### config.mk
export PLATFORM = sky130hd
export DESIGN_NAME = expansion_bus_pin_mux
export DESIGN_NICKNAME = d
export VERILOG_FILES = /design/src/rtl/pin_route_pkg.sv /design/src/rtl/pin_route_if.sv /design/src/rtl/pin_byte_mux.sv /design/src/rtl/expansion_bus_pin_mux.sv
export SDC_FILE = /design/constraint.sdc
export NUM_CORES = 1
export LEC_CHECK = 0
export BUFFER_PORTS_ARGS = -buffer_cell sky130_fd_sc_hd__clkbuf_2
export CAP_MARGIN = 20
export CORE_MARGIN = 1
export CORE_UTILIZATION = 39
export CTS_CLUSTER_SIZE = 10
export DETAILED_ROUTE_END_ITERATION = 6
export GPL_TIMING_DRIVEN = 0
export PLACE_DENSITY_LB_ADDON = 0.1
export SLEW_MARGIN = 5
export SYNTH_ARGS = -nofsm -noshare
export SYNTH_HDL_FRONTEND = slang
export SYNTH_SLANG_ARGS = --single-unit
### constraint.sdc
create_clock -name clk_i -period 1.9 [get_ports clk_i]
set_clock_uncertainty 0.05 [all_clocks]
set_input_delay 0.38 -clock clk_i [delete_from_list [all_inputs] [get_ports clk_i]]
set_output_delay 0.38 -clock clk_i [all_outputs]
set_load 0.03 [all_outputs]
### src/rtl/pin_route_pkg.sv
package pin_route_pkg;

  // ****************************************************************
  // Register map
  // ****************************************************************
  localparam logic [4:0] OFS_UPPER_ADDR_DATA_SELECT = 5'h10;
  localparam logic [4:0] OFS_ADDRESS_DATA_SELECT_A  = 5'h14;
  localparam logic [4:0] OFS_ADDRESS_DATA_SELECT_B  = 5'h18;
  localparam logic [4:0] OFS_WIDTH_AND_POWER_CTRL   = 5'h1c;
  localparam logic [4:0] OFS_HOLD_SELECT            = 5'h04;

  // ****************************************************************
  // Fields and reset values
  // ****************************************************************
  localparam int         POS_LOCAL_POWER_DOWN = 0;
  localparam int         POS_WIDTH_LO         = 1;
  localparam int         POS_HOLD_SELECT      = 7;
  localparam logic [7:0] CTRL_WRITE_MASK      = 8'h07;
  localparam logic [7:0] RST_SELECT           = 8'h00;
  localparam logic [7:0] RST_CTRL             = 8'h00;

  typedef enum logic [1:0] {
    width_8  = 2'h0,
    width_16 = 2'h1,
    width_r2 = 2'h2,
    width_r3 = 2'h3
  } bus_width_t;

endpackage

### src/rtl/pin_route_if.sv
`timescale 1ns/1ps
interface pin_route_if;
  logic [7:0] select;
  logic       wide;
  logic [7:0] narrow_src;
  logic [7:0] wide_src;
  logic [7:0] gpio_src;
  logic [7:0] pin;

  modport ctrl (output select, output wide, output narrow_src, output wide_src, output gpio_src, input pin);
  modport mux  (input select, input wide, input narrow_src, input wide_src, input gpio_src, output pin);
endinterface

### src/rtl/pin_byte_mux.sv
`timescale 1ns/1ps
module pin_byte_mux
(
  pin_route_if.mux m
);
  // ****************************************************************
  // Per-bit routing
  // ****************************************************************
  genvar g;
  generate
    for (g = 0; g < 8; g++)
    begin : g_bit
      assign m.pin[g] = m.select[g] ? (m.wide ? m.wide_src[g] : m.narrow_src[g]) : m.gpio_src[g];
    end
  endgenerate
endmodule

### src/rtl/expansion_bus_pin_mux.sv
// The address map and the Wishbone register port were left to the implementer.
`timescale 1ns/1ps
// Summary of operation
// Select set: addr 13-6 or data 15-8.
// Second select: addr 21-14 or 13-6.
// Third select: addr 29-22 or 21-14.
// Cleared select bit routes general-purpose I/O.
// Control bits 7-6 read zero, ignore writes.
// Control bits 5-3 held at zero.
// Width field: 00 8-bit, 01 16-bit.
// Control bit 0 sets local power-down.
// Host configures clocks, reset, then selects.
// Slow peripherals assert hold during reads.
// Hold select makes pin a wait input.
// Routing follows select bits combinationally.
module expansion_bus_pin_mux
(
  input  wire logic        clk_i,
  input  wire logic        rst_i,
  input  wire logic        wb_cyc_i,
  input  wire logic        wb_stb_i,
  input  wire logic        wb_we_i,
  input  wire logic [4:0]  wb_adr_i,
  input  wire logic [3:0]  wb_sel_i,
  input  wire logic [31:0] wb_dat_i,
  output logic      [31:0] wb_dat_o,
  output logic             wb_ack_o,
  output logic             wb_err_o,
  input  wire logic [29:0] bus_address_line_i,
  input  wire logic [15:0] bus_data_line_i,
  input  wire logic [23:0] gpio_out_i,
  output logic      [23:0] pin_out_o,
  input  wire logic        hold_pin_i,
  output logic             wait_request_o,
  output logic             local_power_down_o,
  output logic             bus_wide_o
);
  import pin_route_pkg::*;

  // ****************************************************************
  // Registers
  // ****************************************************************
  logic [7:0] upper_addr_data_select;
  logic [7:0] address_data_select_a;
  logic [7:0] address_data_select_b;
  logic [7:0] width_and_power_control;
  logic       hold_select;
  logic       hold_s1;
  logic       hold_s2;
  logic       req;
  logic       hit;
  logic       wr_lane0;
  logic [7:0] rd_byte;
  logic       wide;

  assign req      = wb_cyc_i && wb_stb_i && !wb_ack_o && !wb_err_o;
  assign wr_lane0 = req && wb_we_i && wb_sel_i[0];

  always_comb
  begin
    hit     = 1'b1;
    rd_byte = 8'h00;
    case (wb_adr_i)
      OFS_UPPER_ADDR_DATA_SELECT: rd_byte = upper_addr_data_select;
      OFS_ADDRESS_DATA_SELECT_A:  rd_byte = address_data_select_a;
      OFS_ADDRESS_DATA_SELECT_B:  rd_byte = address_data_select_b;
      OFS_WIDTH_AND_POWER_CTRL:   rd_byte = width_and_power_control & CTRL_WRITE_MASK;
      OFS_HOLD_SELECT:            rd_byte = {hold_select, 7'h00};
      default:                    hit = 1'b0;
    endcase
  end

  // Answer one cycle after the request; unmapped addresses get err.
  always_ff @(posedge clk_i)
  begin
    if (rst_i)
    begin
      wb_ack_o <= 1'b0;
      wb_err_o <= 1'b0;
      wb_dat_o <= 32'h0000_0000;
    end
    else
    begin
      wb_ack_o <= req && hit;
      wb_err_o <= req && !hit;
      wb_dat_o <= (req && hit && !wb_we_i) ? {24'h000000, rd_byte} : 32'h0000_0000;
    end
  end

  always_ff @(posedge clk_i)
  begin
    if (rst_i)
    begin
      upper_addr_data_select  <= RST_SELECT;
      address_data_select_a   <= RST_SELECT;
      address_data_select_b   <= RST_SELECT;
      width_and_power_control <= RST_CTRL;
      hold_select             <= 1'b0;
    end
    else if (wr_lane0)
    begin
      case (wb_adr_i)
        OFS_UPPER_ADDR_DATA_SELECT: upper_addr_data_select <= wb_dat_i[7:0];
        OFS_ADDRESS_DATA_SELECT_A:  address_data_select_a  <= wb_dat_i[7:0];
        OFS_ADDRESS_DATA_SELECT_B:  address_data_select_b  <= wb_dat_i[7:0];
        OFS_WIDTH_AND_POWER_CTRL:   width_and_power_control <= wb_dat_i[7:0] & CTRL_WRITE_MASK;
        OFS_HOLD_SELECT:            hold_select <= wb_dat_i[POS_HOLD_SELECT];
        default:                    hold_select <= hold_select;
      endcase
    end
  end

  // ****************************************************************
  // Width and power
  // ****************************************************************
  // Reserved width codes behave as 8-bit so the pins never float to an undefined source.
  assign wide               = bus_width_t'(width_and_power_control[POS_WIDTH_LO +: 2]) == width_16;
  assign bus_wide_o         = wide;
  assign local_power_down_o = width_and_power_control[POS_LOCAL_POWER_DOWN];

  // ****************************************************************
  // Hold input
  // ****************************************************************
  always_ff @(posedge clk_i)
  begin
    if (rst_i)
    begin
      hold_s1 <= 1'b0;
      hold_s2 <= 1'b0;
    end
    else
    begin
      hold_s1 <= hold_pin_i;
      hold_s2 <= hold_s1;
    end
  end

  assign wait_request_o = hold_select && hold_s2;

  // ****************************************************************
  // Pin routing
  // ****************************************************************
  pin_route_if r0 ();
  pin_route_if r1 ();
  pin_route_if r2 ();

  assign r0.select     = upper_addr_data_select;
  assign r0.wide       = wide;
  assign r0.narrow_src = bus_address_line_i[13:6];
  assign r0.wide_src   = bus_data_line_i[15:8];
  assign r0.gpio_src   = gpio_out_i[7:0];
  assign r1.select     = address_data_select_a;
  assign r1.wide       = wide;
  assign r1.narrow_src = bus_address_line_i[21:14];
  assign r1.wide_src   = bus_address_line_i[13:6];
  assign r1.gpio_src   = gpio_out_i[15:8];
  assign r2.select     = address_data_select_b;
  assign r2.wide       = wide;
  assign r2.narrow_src = bus_address_line_i[29:22];
  assign r2.wide_src   = bus_address_line_i[21:14];
  assign r2.gpio_src   = gpio_out_i[23:16];

  pin_byte_mux u_mux0 (.m(r0.mux));
  pin_byte_mux u_mux1 (.m(r1.mux));
  pin_byte_mux u_mux2 (.m(r2.mux));

  assign pin_out_o = {r2.pin, r1.pin, r0.pin};

  // ****************************************************************
  // Checks
  // ****************************************************************
  AST_R1_WIDE: assert property (@(posedge clk_i) disable iff (rst_i)
    (upper_addr_data_select[0] && wide) |-> pin_out_o[0] == bus_data_line_i[8])
    else $error("Wide select bit 0 not routing data 8.");
  AST_R1_NARROW: assert property (@(posedge clk_i) disable iff (rst_i)
    (upper_addr_data_select[7] && !wide) |-> pin_out_o[7] == bus_address_line_i[13])
    else $error("Narrow select bit 7 not routing address 13.");
  AST_R2: assert property (@(posedge clk_i) disable iff (rst_i)
    address_data_select_a[3] |-> pin_out_o[11] == (wide ? bus_address_line_i[9] : bus_address_line_i[17]))
    else $error("Second select routing wrong.");
  AST_R3: assert property (@(posedge clk_i) disable iff (rst_i)
    address_data_select_b[7] |-> pin_out_o[23] == (wide ? bus_address_line_i[21] : bus_address_line_i[29]))
    else $error("Third select routing wrong.");
  AST_R4: assert property (@(posedge clk_i) disable iff (rst_i)
    !address_data_select_a[0] |-> pin_out_o[8] == gpio_out_i[8])
    else $error("Cleared select not routing general-purpose I/O.");
  AST_R5: assert property (@(posedge clk_i) disable iff (rst_i)
    (wb_ack_o && $past(wb_adr_i) == OFS_WIDTH_AND_POWER_CTRL) |-> wb_dat_o[7:6] == 2'h0)
    else $error("Control bits 7-6 not zero.");
  AST_R6: assert property (@(posedge clk_i) disable iff (rst_i)
    width_and_power_control[5:3] == 3'h0)
    else $error("Control bits 5-3 not zero.");
  AST_R7: assert property (@(posedge clk_i) disable iff (rst_i)
    (wr_lane0 && wb_adr_i == OFS_WIDTH_AND_POWER_CTRL && wb_dat_i[2:1] == 2'h1) |=> bus_wide_o)
    else $error("Width 01 did not select 16-bit.");
  AST_R8: assert property (@(posedge clk_i) disable iff (rst_i)
    (wr_lane0 && wb_adr_i == OFS_WIDTH_AND_POWER_CTRL) |=> local_power_down_o == $past(wb_dat_i[0]))
    else $error("Power-down bit not following write.");
  AST_R11: assert property (@(posedge clk_i) disable iff (rst_i)
    (hold_select && $past(hold_pin_i, 2) && $past(hold_select)) |-> wait_request_o)
    else $error("Hold pin not raising wait request.");
  AST_R12: assert property (@(posedge clk_i) disable iff (rst_i)
    (wr_lane0 && wb_adr_i == OFS_ADDRESS_DATA_SELECT_B) |=> pin_out_o[16] ==
      ($past(wb_dat_i[0]) ? (wide ? bus_address_line_i[14] : bus_address_line_i[22]) : gpio_out_i[16]))
    else $error("Routing did not follow select write.");

  // ****************************************************************
  // Routing checks, every pin
  // ****************************************************************
  // Each pin is held against the bus line that its rule names, not against the mux expression.
  generate
    for (genvar b = 0; b < 8; b++)
    begin : g_route_check
      AST_R1_BIT: assert property (@(posedge clk_i) disable iff (rst_i)
        upper_addr_data_select[b] |->
          pin_out_o[b] == (wide ? bus_data_line_i[8 + b] : bus_address_line_i[6 + b]))
        else $error("Address/data select bit not routing its bus line.");
      AST_R2_BIT: assert property (@(posedge clk_i) disable iff (rst_i)
        address_data_select_a[b] |->
          pin_out_o[8 + b] == (wide ? bus_address_line_i[6 + b] : bus_address_line_i[14 + b]))
        else $error("Second select bit not routing its address line.");
      AST_R3_BIT: assert property (@(posedge clk_i) disable iff (rst_i)
        address_data_select_b[b] |->
          pin_out_o[16 + b] == (wide ? bus_address_line_i[14 + b] : bus_address_line_i[22 + b]))
        else $error("Third select bit not routing its address line.");
      AST_R4_BIT_UPPER: assert property (@(posedge clk_i) disable iff (rst_i)
        !upper_addr_data_select[b] |-> pin_out_o[b] == gpio_out_i[b])
        else $error("Cleared address/data select bit not routing general-purpose I/O.");
      AST_R4_BIT_A: assert property (@(posedge clk_i) disable iff (rst_i)
        !address_data_select_a[b] |-> pin_out_o[8 + b] == gpio_out_i[8 + b])
        else $error("Cleared second select bit not routing general-purpose I/O.");
      AST_R4_BIT_B: assert property (@(posedge clk_i) disable iff (rst_i)
        !address_data_select_b[b] |-> pin_out_o[16 + b] == gpio_out_i[16 + b])
        else $error("Cleared third select bit not routing general-purpose I/O.");
    end
  endgenerate

  // ****************************************************************
  // Bus and register checks
  // ****************************************************************
  // A refused write must leave every register alone, or a stray strobe would reroute live pins.
  AST_ACK_PULSE: assert property (@(posedge clk_i) disable iff (rst_i)
    wb_ack_o |=> !wb_ack_o)
    else $error("Acknowledge held longer than one cycle.");
  AST_ERR_PULSE: assert property (@(posedge clk_i) disable iff (rst_i)
    wb_err_o |=> !wb_err_o)
    else $error("Error held longer than one cycle.");
  AST_ONE_ANSWER: assert property (@(posedge clk_i) disable iff (rst_i)
    !(wb_ack_o && wb_err_o))
    else $error("Acknowledge and error given together.");
  AST_ANSWER_NEXT: assert property (@(posedge clk_i) disable iff (rst_i)
    req |=> (wb_ack_o || wb_err_o))
    else $error("Request not answered in the next cycle.");
  AST_ANSWER_ASKED: assert property (@(posedge clk_i) disable iff (rst_i)
    (wb_ack_o || wb_err_o) |-> ($past(wb_cyc_i) && $past(wb_stb_i)))
    else $error("Answer given without a request.");
  AST_RD_QUIET: assert property (@(posedge clk_i) disable iff (rst_i)
    !wb_ack_o |-> wb_dat_o == 32'h0000_0000)
    else $error("Read data not zero outside an answer.");
  AST_R5_UPPER_LANES: assert property (@(posedge clk_i) disable iff (rst_i)
    wb_dat_o[31:8] == 24'h000000)
    else $error("Upper read lanes not zero.");
  AST_R5_STORE: assert property (@(posedge clk_i) disable iff (rst_i)
    width_and_power_control[7:6] == 2'h0)
    else $error("Reserved control bits stored a written value.");
  AST_R6_READ: assert property (@(posedge clk_i) disable iff (rst_i)
    (wb_ack_o && $past(wb_adr_i) == OFS_WIDTH_AND_POWER_CTRL) |-> wb_dat_o[5:3] == 3'h0)
    else $error("Control bits 5-3 not read as zero.");
  AST_R7_NARROW: assert property (@(posedge clk_i) disable iff (rst_i)
    (width_and_power_control[POS_WIDTH_LO +: 2] != 2'h1) |-> !bus_wide_o)
    else $error("Width code other than 01 selected 16-bit.");
  AST_R7_WIDE: assert property (@(posedge clk_i) disable iff (rst_i)
    (width_and_power_control[POS_WIDTH_LO +: 2] == 2'h1) |-> bus_wide_o)
    else $error("Width code 01 did not select 16-bit.");
  AST_R8_HOLD: assert property (@(posedge clk_i) disable iff (rst_i)
    !(wr_lane0 && wb_adr_i == OFS_WIDTH_AND_POWER_CTRL) |=> $stable(local_power_down_o))
    else $error("Power-down changed without a control write.");
  AST_SEL_LANE: assert property (@(posedge clk_i) disable iff (rst_i)
    (req && wb_we_i && !wb_sel_i[0]) |=> ($stable(upper_addr_data_select) && $stable(address_data_select_a) &&
      $stable(address_data_select_b) && $stable(width_and_power_control) && $stable(hold_select)))
    else $error("Write without lane 0 changed a register.");
  AST_UNMAPPED: assert property (@(posedge clk_i) disable iff (rst_i)
    (req && !hit) |=> ($stable(upper_addr_data_select) && $stable(address_data_select_a) &&
      $stable(address_data_select_b) && $stable(width_and_power_control) && $stable(hold_select)))
    else $error("Unmapped access changed a register.");
  AST_R12_UPPER: assert property (@(posedge clk_i) disable iff (rst_i)
    (wr_lane0 && wb_adr_i == OFS_UPPER_ADDR_DATA_SELECT) |=> upper_addr_data_select == $past(wb_dat_i[7:0]))
    else $error("Address/data select write not stored.");
  AST_R12_A: assert property (@(posedge clk_i) disable iff (rst_i)
    (wr_lane0 && wb_adr_i == OFS_ADDRESS_DATA_SELECT_A) |=> address_data_select_a == $past(wb_dat_i[7:0]))
    else $error("Second select write not stored.");
  AST_R12_B: assert property (@(posedge clk_i) disable iff (rst_i)
    (wr_lane0 && wb_adr_i == OFS_ADDRESS_DATA_SELECT_B) |=> address_data_select_b == $past(wb_dat_i[7:0]))
    else $error("Third select write not stored.");
  AST_R11_IDLE: assert property (@(posedge clk_i) disable iff (rst_i)
    !hold_select |-> !wait_request_o)
    else $error("Wait request raised while hold select is clear.");
  AST_R11_LOW: assert property (@(posedge clk_i) disable iff (rst_i)
    (hold_select && !$past(hold_pin_i, 2)) |-> !wait_request_o)
    else $error("Wait request raised with the hold pin low.");
  AST_R11_READ: assert property (@(posedge clk_i) disable iff (rst_i)
    (wb_ack_o && !$past(wb_we_i) && $past(wb_adr_i) == OFS_HOLD_SELECT) |-> wb_dat_o[6:0] == 7'h00)
    else $error("Hold select register returned unused bits.");

endmodule

==> flow_metrics.py <==
metrics = {
    "outcome": {
        "status": "finished with violations",
        "failed_checks": "setup timing",
    },
    "route": {
        "drtIter0Drc": 123,
        "drt_wl_total_um": 6490,
        "drt_pre_antenna_iters": 4,
        "ant_nets": 0,
        "wl_per_cell_um": 13.5,
        "drc": 0,
        "drt-vias-per-instance": 4.77,
        "via_count": 2298,
    },
    "power": {
        "p_sw_mw": 0.548,
        "p_clk_share_pct": 31.8,
        "vdd_drop_max_mv": 0.309,
        "p_int_mw": 1.31,
        "p_leak_nw": 1.90,
        "switching_share_pct": 29.5,
        "fin_total_pwr_mw": 1.86,
        "power_frac_seq_pct": 45.3,
        "powerDensity_nw_per_um2": 536,
        "combPwrFrac_pct": 22.9,
    },
    "sta": {
        "maxSlewViolCount": 0,
        "finalHoldViolCount": 0,
        "holdWs_ns": 0.222,
        "fmax_mhz": 515,
        "worst_slew_pin_slew_ns": 0.592,
        "max_slew_margin_pct": 60.5,
        "setup_tns_ns": -0.343,
        "rsz0062_at_grt": "true",
        "setup_slack_ns": -0.0436,
        "final.min_clock_period_ns": 1.94,
        "fin_crit_sh_pct": 102,
        "setup_violations": 18,
    },
    "global_routing": {
        "grt_pass1_vias": 2112,
        "grt_start_max_net_pins": 13,
        "antenna_found_initial": 0,
        "grt_first_pass_wirelength_um": 10100,
        "overflow": 0,
        "grt_use_total_pct": 21.4,
    },
    "setup_path": {
        "startpoint_type": "flip-flop",
        "arrival_ns": 1.51,
        "cp_max_fo": 6,
        "crit_type": "flip-flop to output port",
        "cp.required_ns": 1.47,
        "crit_path_end_kind": "output port",
    },
    "place": {
        "io_buffers": 111,
        "post-place-cells": 469,
        "place_hpwl_um": 4660,
        "dp_worst_setup_slack_ns": -0.143,
        "place_area_um2": 3100,
        "gp_congestion": 0.750,
    },
    "logic_synthesis": {
        "netlist_top_cells_area": "dfxtp_1 (34%), mux2i_1 (25%), buf_4 (7.7%), nand2_1 (5.8%), a21oi_1 (5.2%)",
        "yosys.area.top_type": "dfxtp_1",
        "async_flop_share_pct": 0,
        "synthTopCellsByCount": "mux2i_1 (57), dfxtp_1 (40), nand2_1 (36)",
        "synth_cells": 263,
        "synth.most_common_cell": "mux2i_1",
        "syn_avg_cell_area_um2": 8.85,
        "synth_ff_type": "dfxtp_1",
        "synth_seq_cells": 40,
        "yosys.area.top_type_share_pct": 34.4,
        "ys_seq_area_share_pct": 34.4,
        "syn_area_um2": 2330,
        "synth_edf_count": 0,
        "synth.distinct_cells": 32,
        "yosys_warnings": 0,
    },
    "cells_and_area": {
        "antenna_cells": 0,
        "instances_no_fill": 482,
        "syn_to_final_growth_pct": 49.1,
        "drive_above_1_share_pct": 44.9,
        "fin_nets": 526,
        "postLayoutCellArea_um2": 3470,
        "final_core_util_pct": 61.5,
    },
    "die": {
        "core_area_um2": 5640,
        "dieArea_um2": 6280,
        "start_util_pct": 41.3,
        "die_w_um": 79.3,
        "rows": 27,
        "io_pins": 178,
        "fp.dieH_um": 79.3,
    },
    "cts": {
        "cts_sinks": 40,
        "clkLatencyLatePin_ns": 0.30,
        "cts_tree": "built",
        "root_buffer": "clkbuf_8",
        "cts.clk_slew.worst_paths_ns": 0.08,
        "clockBufferDepth": 2,
        "htree_levels": 2,
        "cts.hold.buffers_added": 0,
        "cts_buffers": 5,
    },
    "hold_path": {
        "hp-class": "input pin to flip-flop",
    },
    "run": {
        "maxCapViolCount": 0,
    },
}
## power by group through the flow
| stage | clock, mW | sequential [mW] | combinational (mW) |
|---|---|---|---|
| final | 0.592 | 0.843 | 0.426 |
| after global routing | 0.633 | 0.843 | 0.459 |
| after CTS | 0.598 | 0.843 | 0.420 |
| after detailed placement | 0 | 0.863 | 0.389 |
| after global placement | 0 | 0.862 | 0.387 |
| after floorplan | 0 | 0.865 | 0.259 |
## state kept, by name, summed over array words and instances, names as in the netlist
register and flops:
r0.select 8, wb_ack_o 1, width_and_power_control 3, hold_s2 1
hold_s1 1, hold_select 1, wb_dat_o 8, address_data_select_a 8
wb_err_o 1, address_data_select_b 8
## path summary, 6_finish.rpt
| kind | end | depth (start not counted) | slack (ns) | from |
|---|---|---|---|---|
| setup / recovery | pin_out_o[12] | 6 | -0.04 | width_and_power_control[2]$_SDFFE_PP0P_ |
| setup reg to reg | r0.select[1]$_SDFFE_PP0P_ | 5 | 0.24 | wb_ack_o$_SDFF_PP0_ |
| hold / removal | hold_s2$_SDFF_PP0_ | 2 | 0.22 | rst_i |
| hold reg to reg | hold_s2$_SDFF_PP0_ | 1 | 0.39 | hold_s1$_SDFF_PP0_ |
## final cells by class
class                           count  area, um^2
Buffer                             38         289
Clock buffer                        6        82.6
Clock inverter                      2        10.0
Fill cell                         516        2170
Inverter                            3        11.3
Multi-Input combinational cell    205        1430
Sequential cell                    40         803
Tap cell                           72        90.1
Timing Repair Buffer              116         759
## routing by layer
| metal | share of wire [%] | track usage [%] |
|---|---|---|
| met5 | 0 | 0 |
| met4 | 1.3 | 5.64 |
| met3 | 6.5 | 5.52 |
| met2 | 50 | 37.5 |
| met1 | 43 | 25.6 |
## cell families (layout without fill, tap and decap cells)
group,after synthesis,count (layout),share of synthesized area (%)
simple gates,90,90,18.9
mux,60,60,27.4
buf+inv,41,165,11.0
flops,40,40,34.4
compound gates,31,31,8.17
other cells,1,24,0.161
## worst max-delay path, stage by stage (launching register included)
cell and delay [ns]:
dfxtp_2 0.33, nand2b_4 0.14, buf_12 0.14, buf_12 0.14, mux2i_2 0.15, a21oi_2 0.14
clkbuf_8 0.17
## placed cells by master (no fill, tap or decap), types with 4 or more instances in the layout
cell	count
mux2i_2	6
nor2_1	26
buf_4	40
nand2_1	36
clkbuf_2	86
a21oi_2	10
a2bb2oi_1	4
buf_2	7
nor4_1	4
clkbuf_8	16
clkbuf_1	5
conb_1	24
mux2i_1	51
dfxtp_1	38
a21oi_1	14
## repair_timing
action / in CTS / in global routing
setup endpoints to repair: 25 / 25
gates cloned: 2 / 0
buffers inserted: 3 / 0
resized for setup: 55 / 18
pin swaps: 22 / 0
endpoints found under the hold margin: 0 / 0
Note: power is estimated with default switching activity, not from simulation.
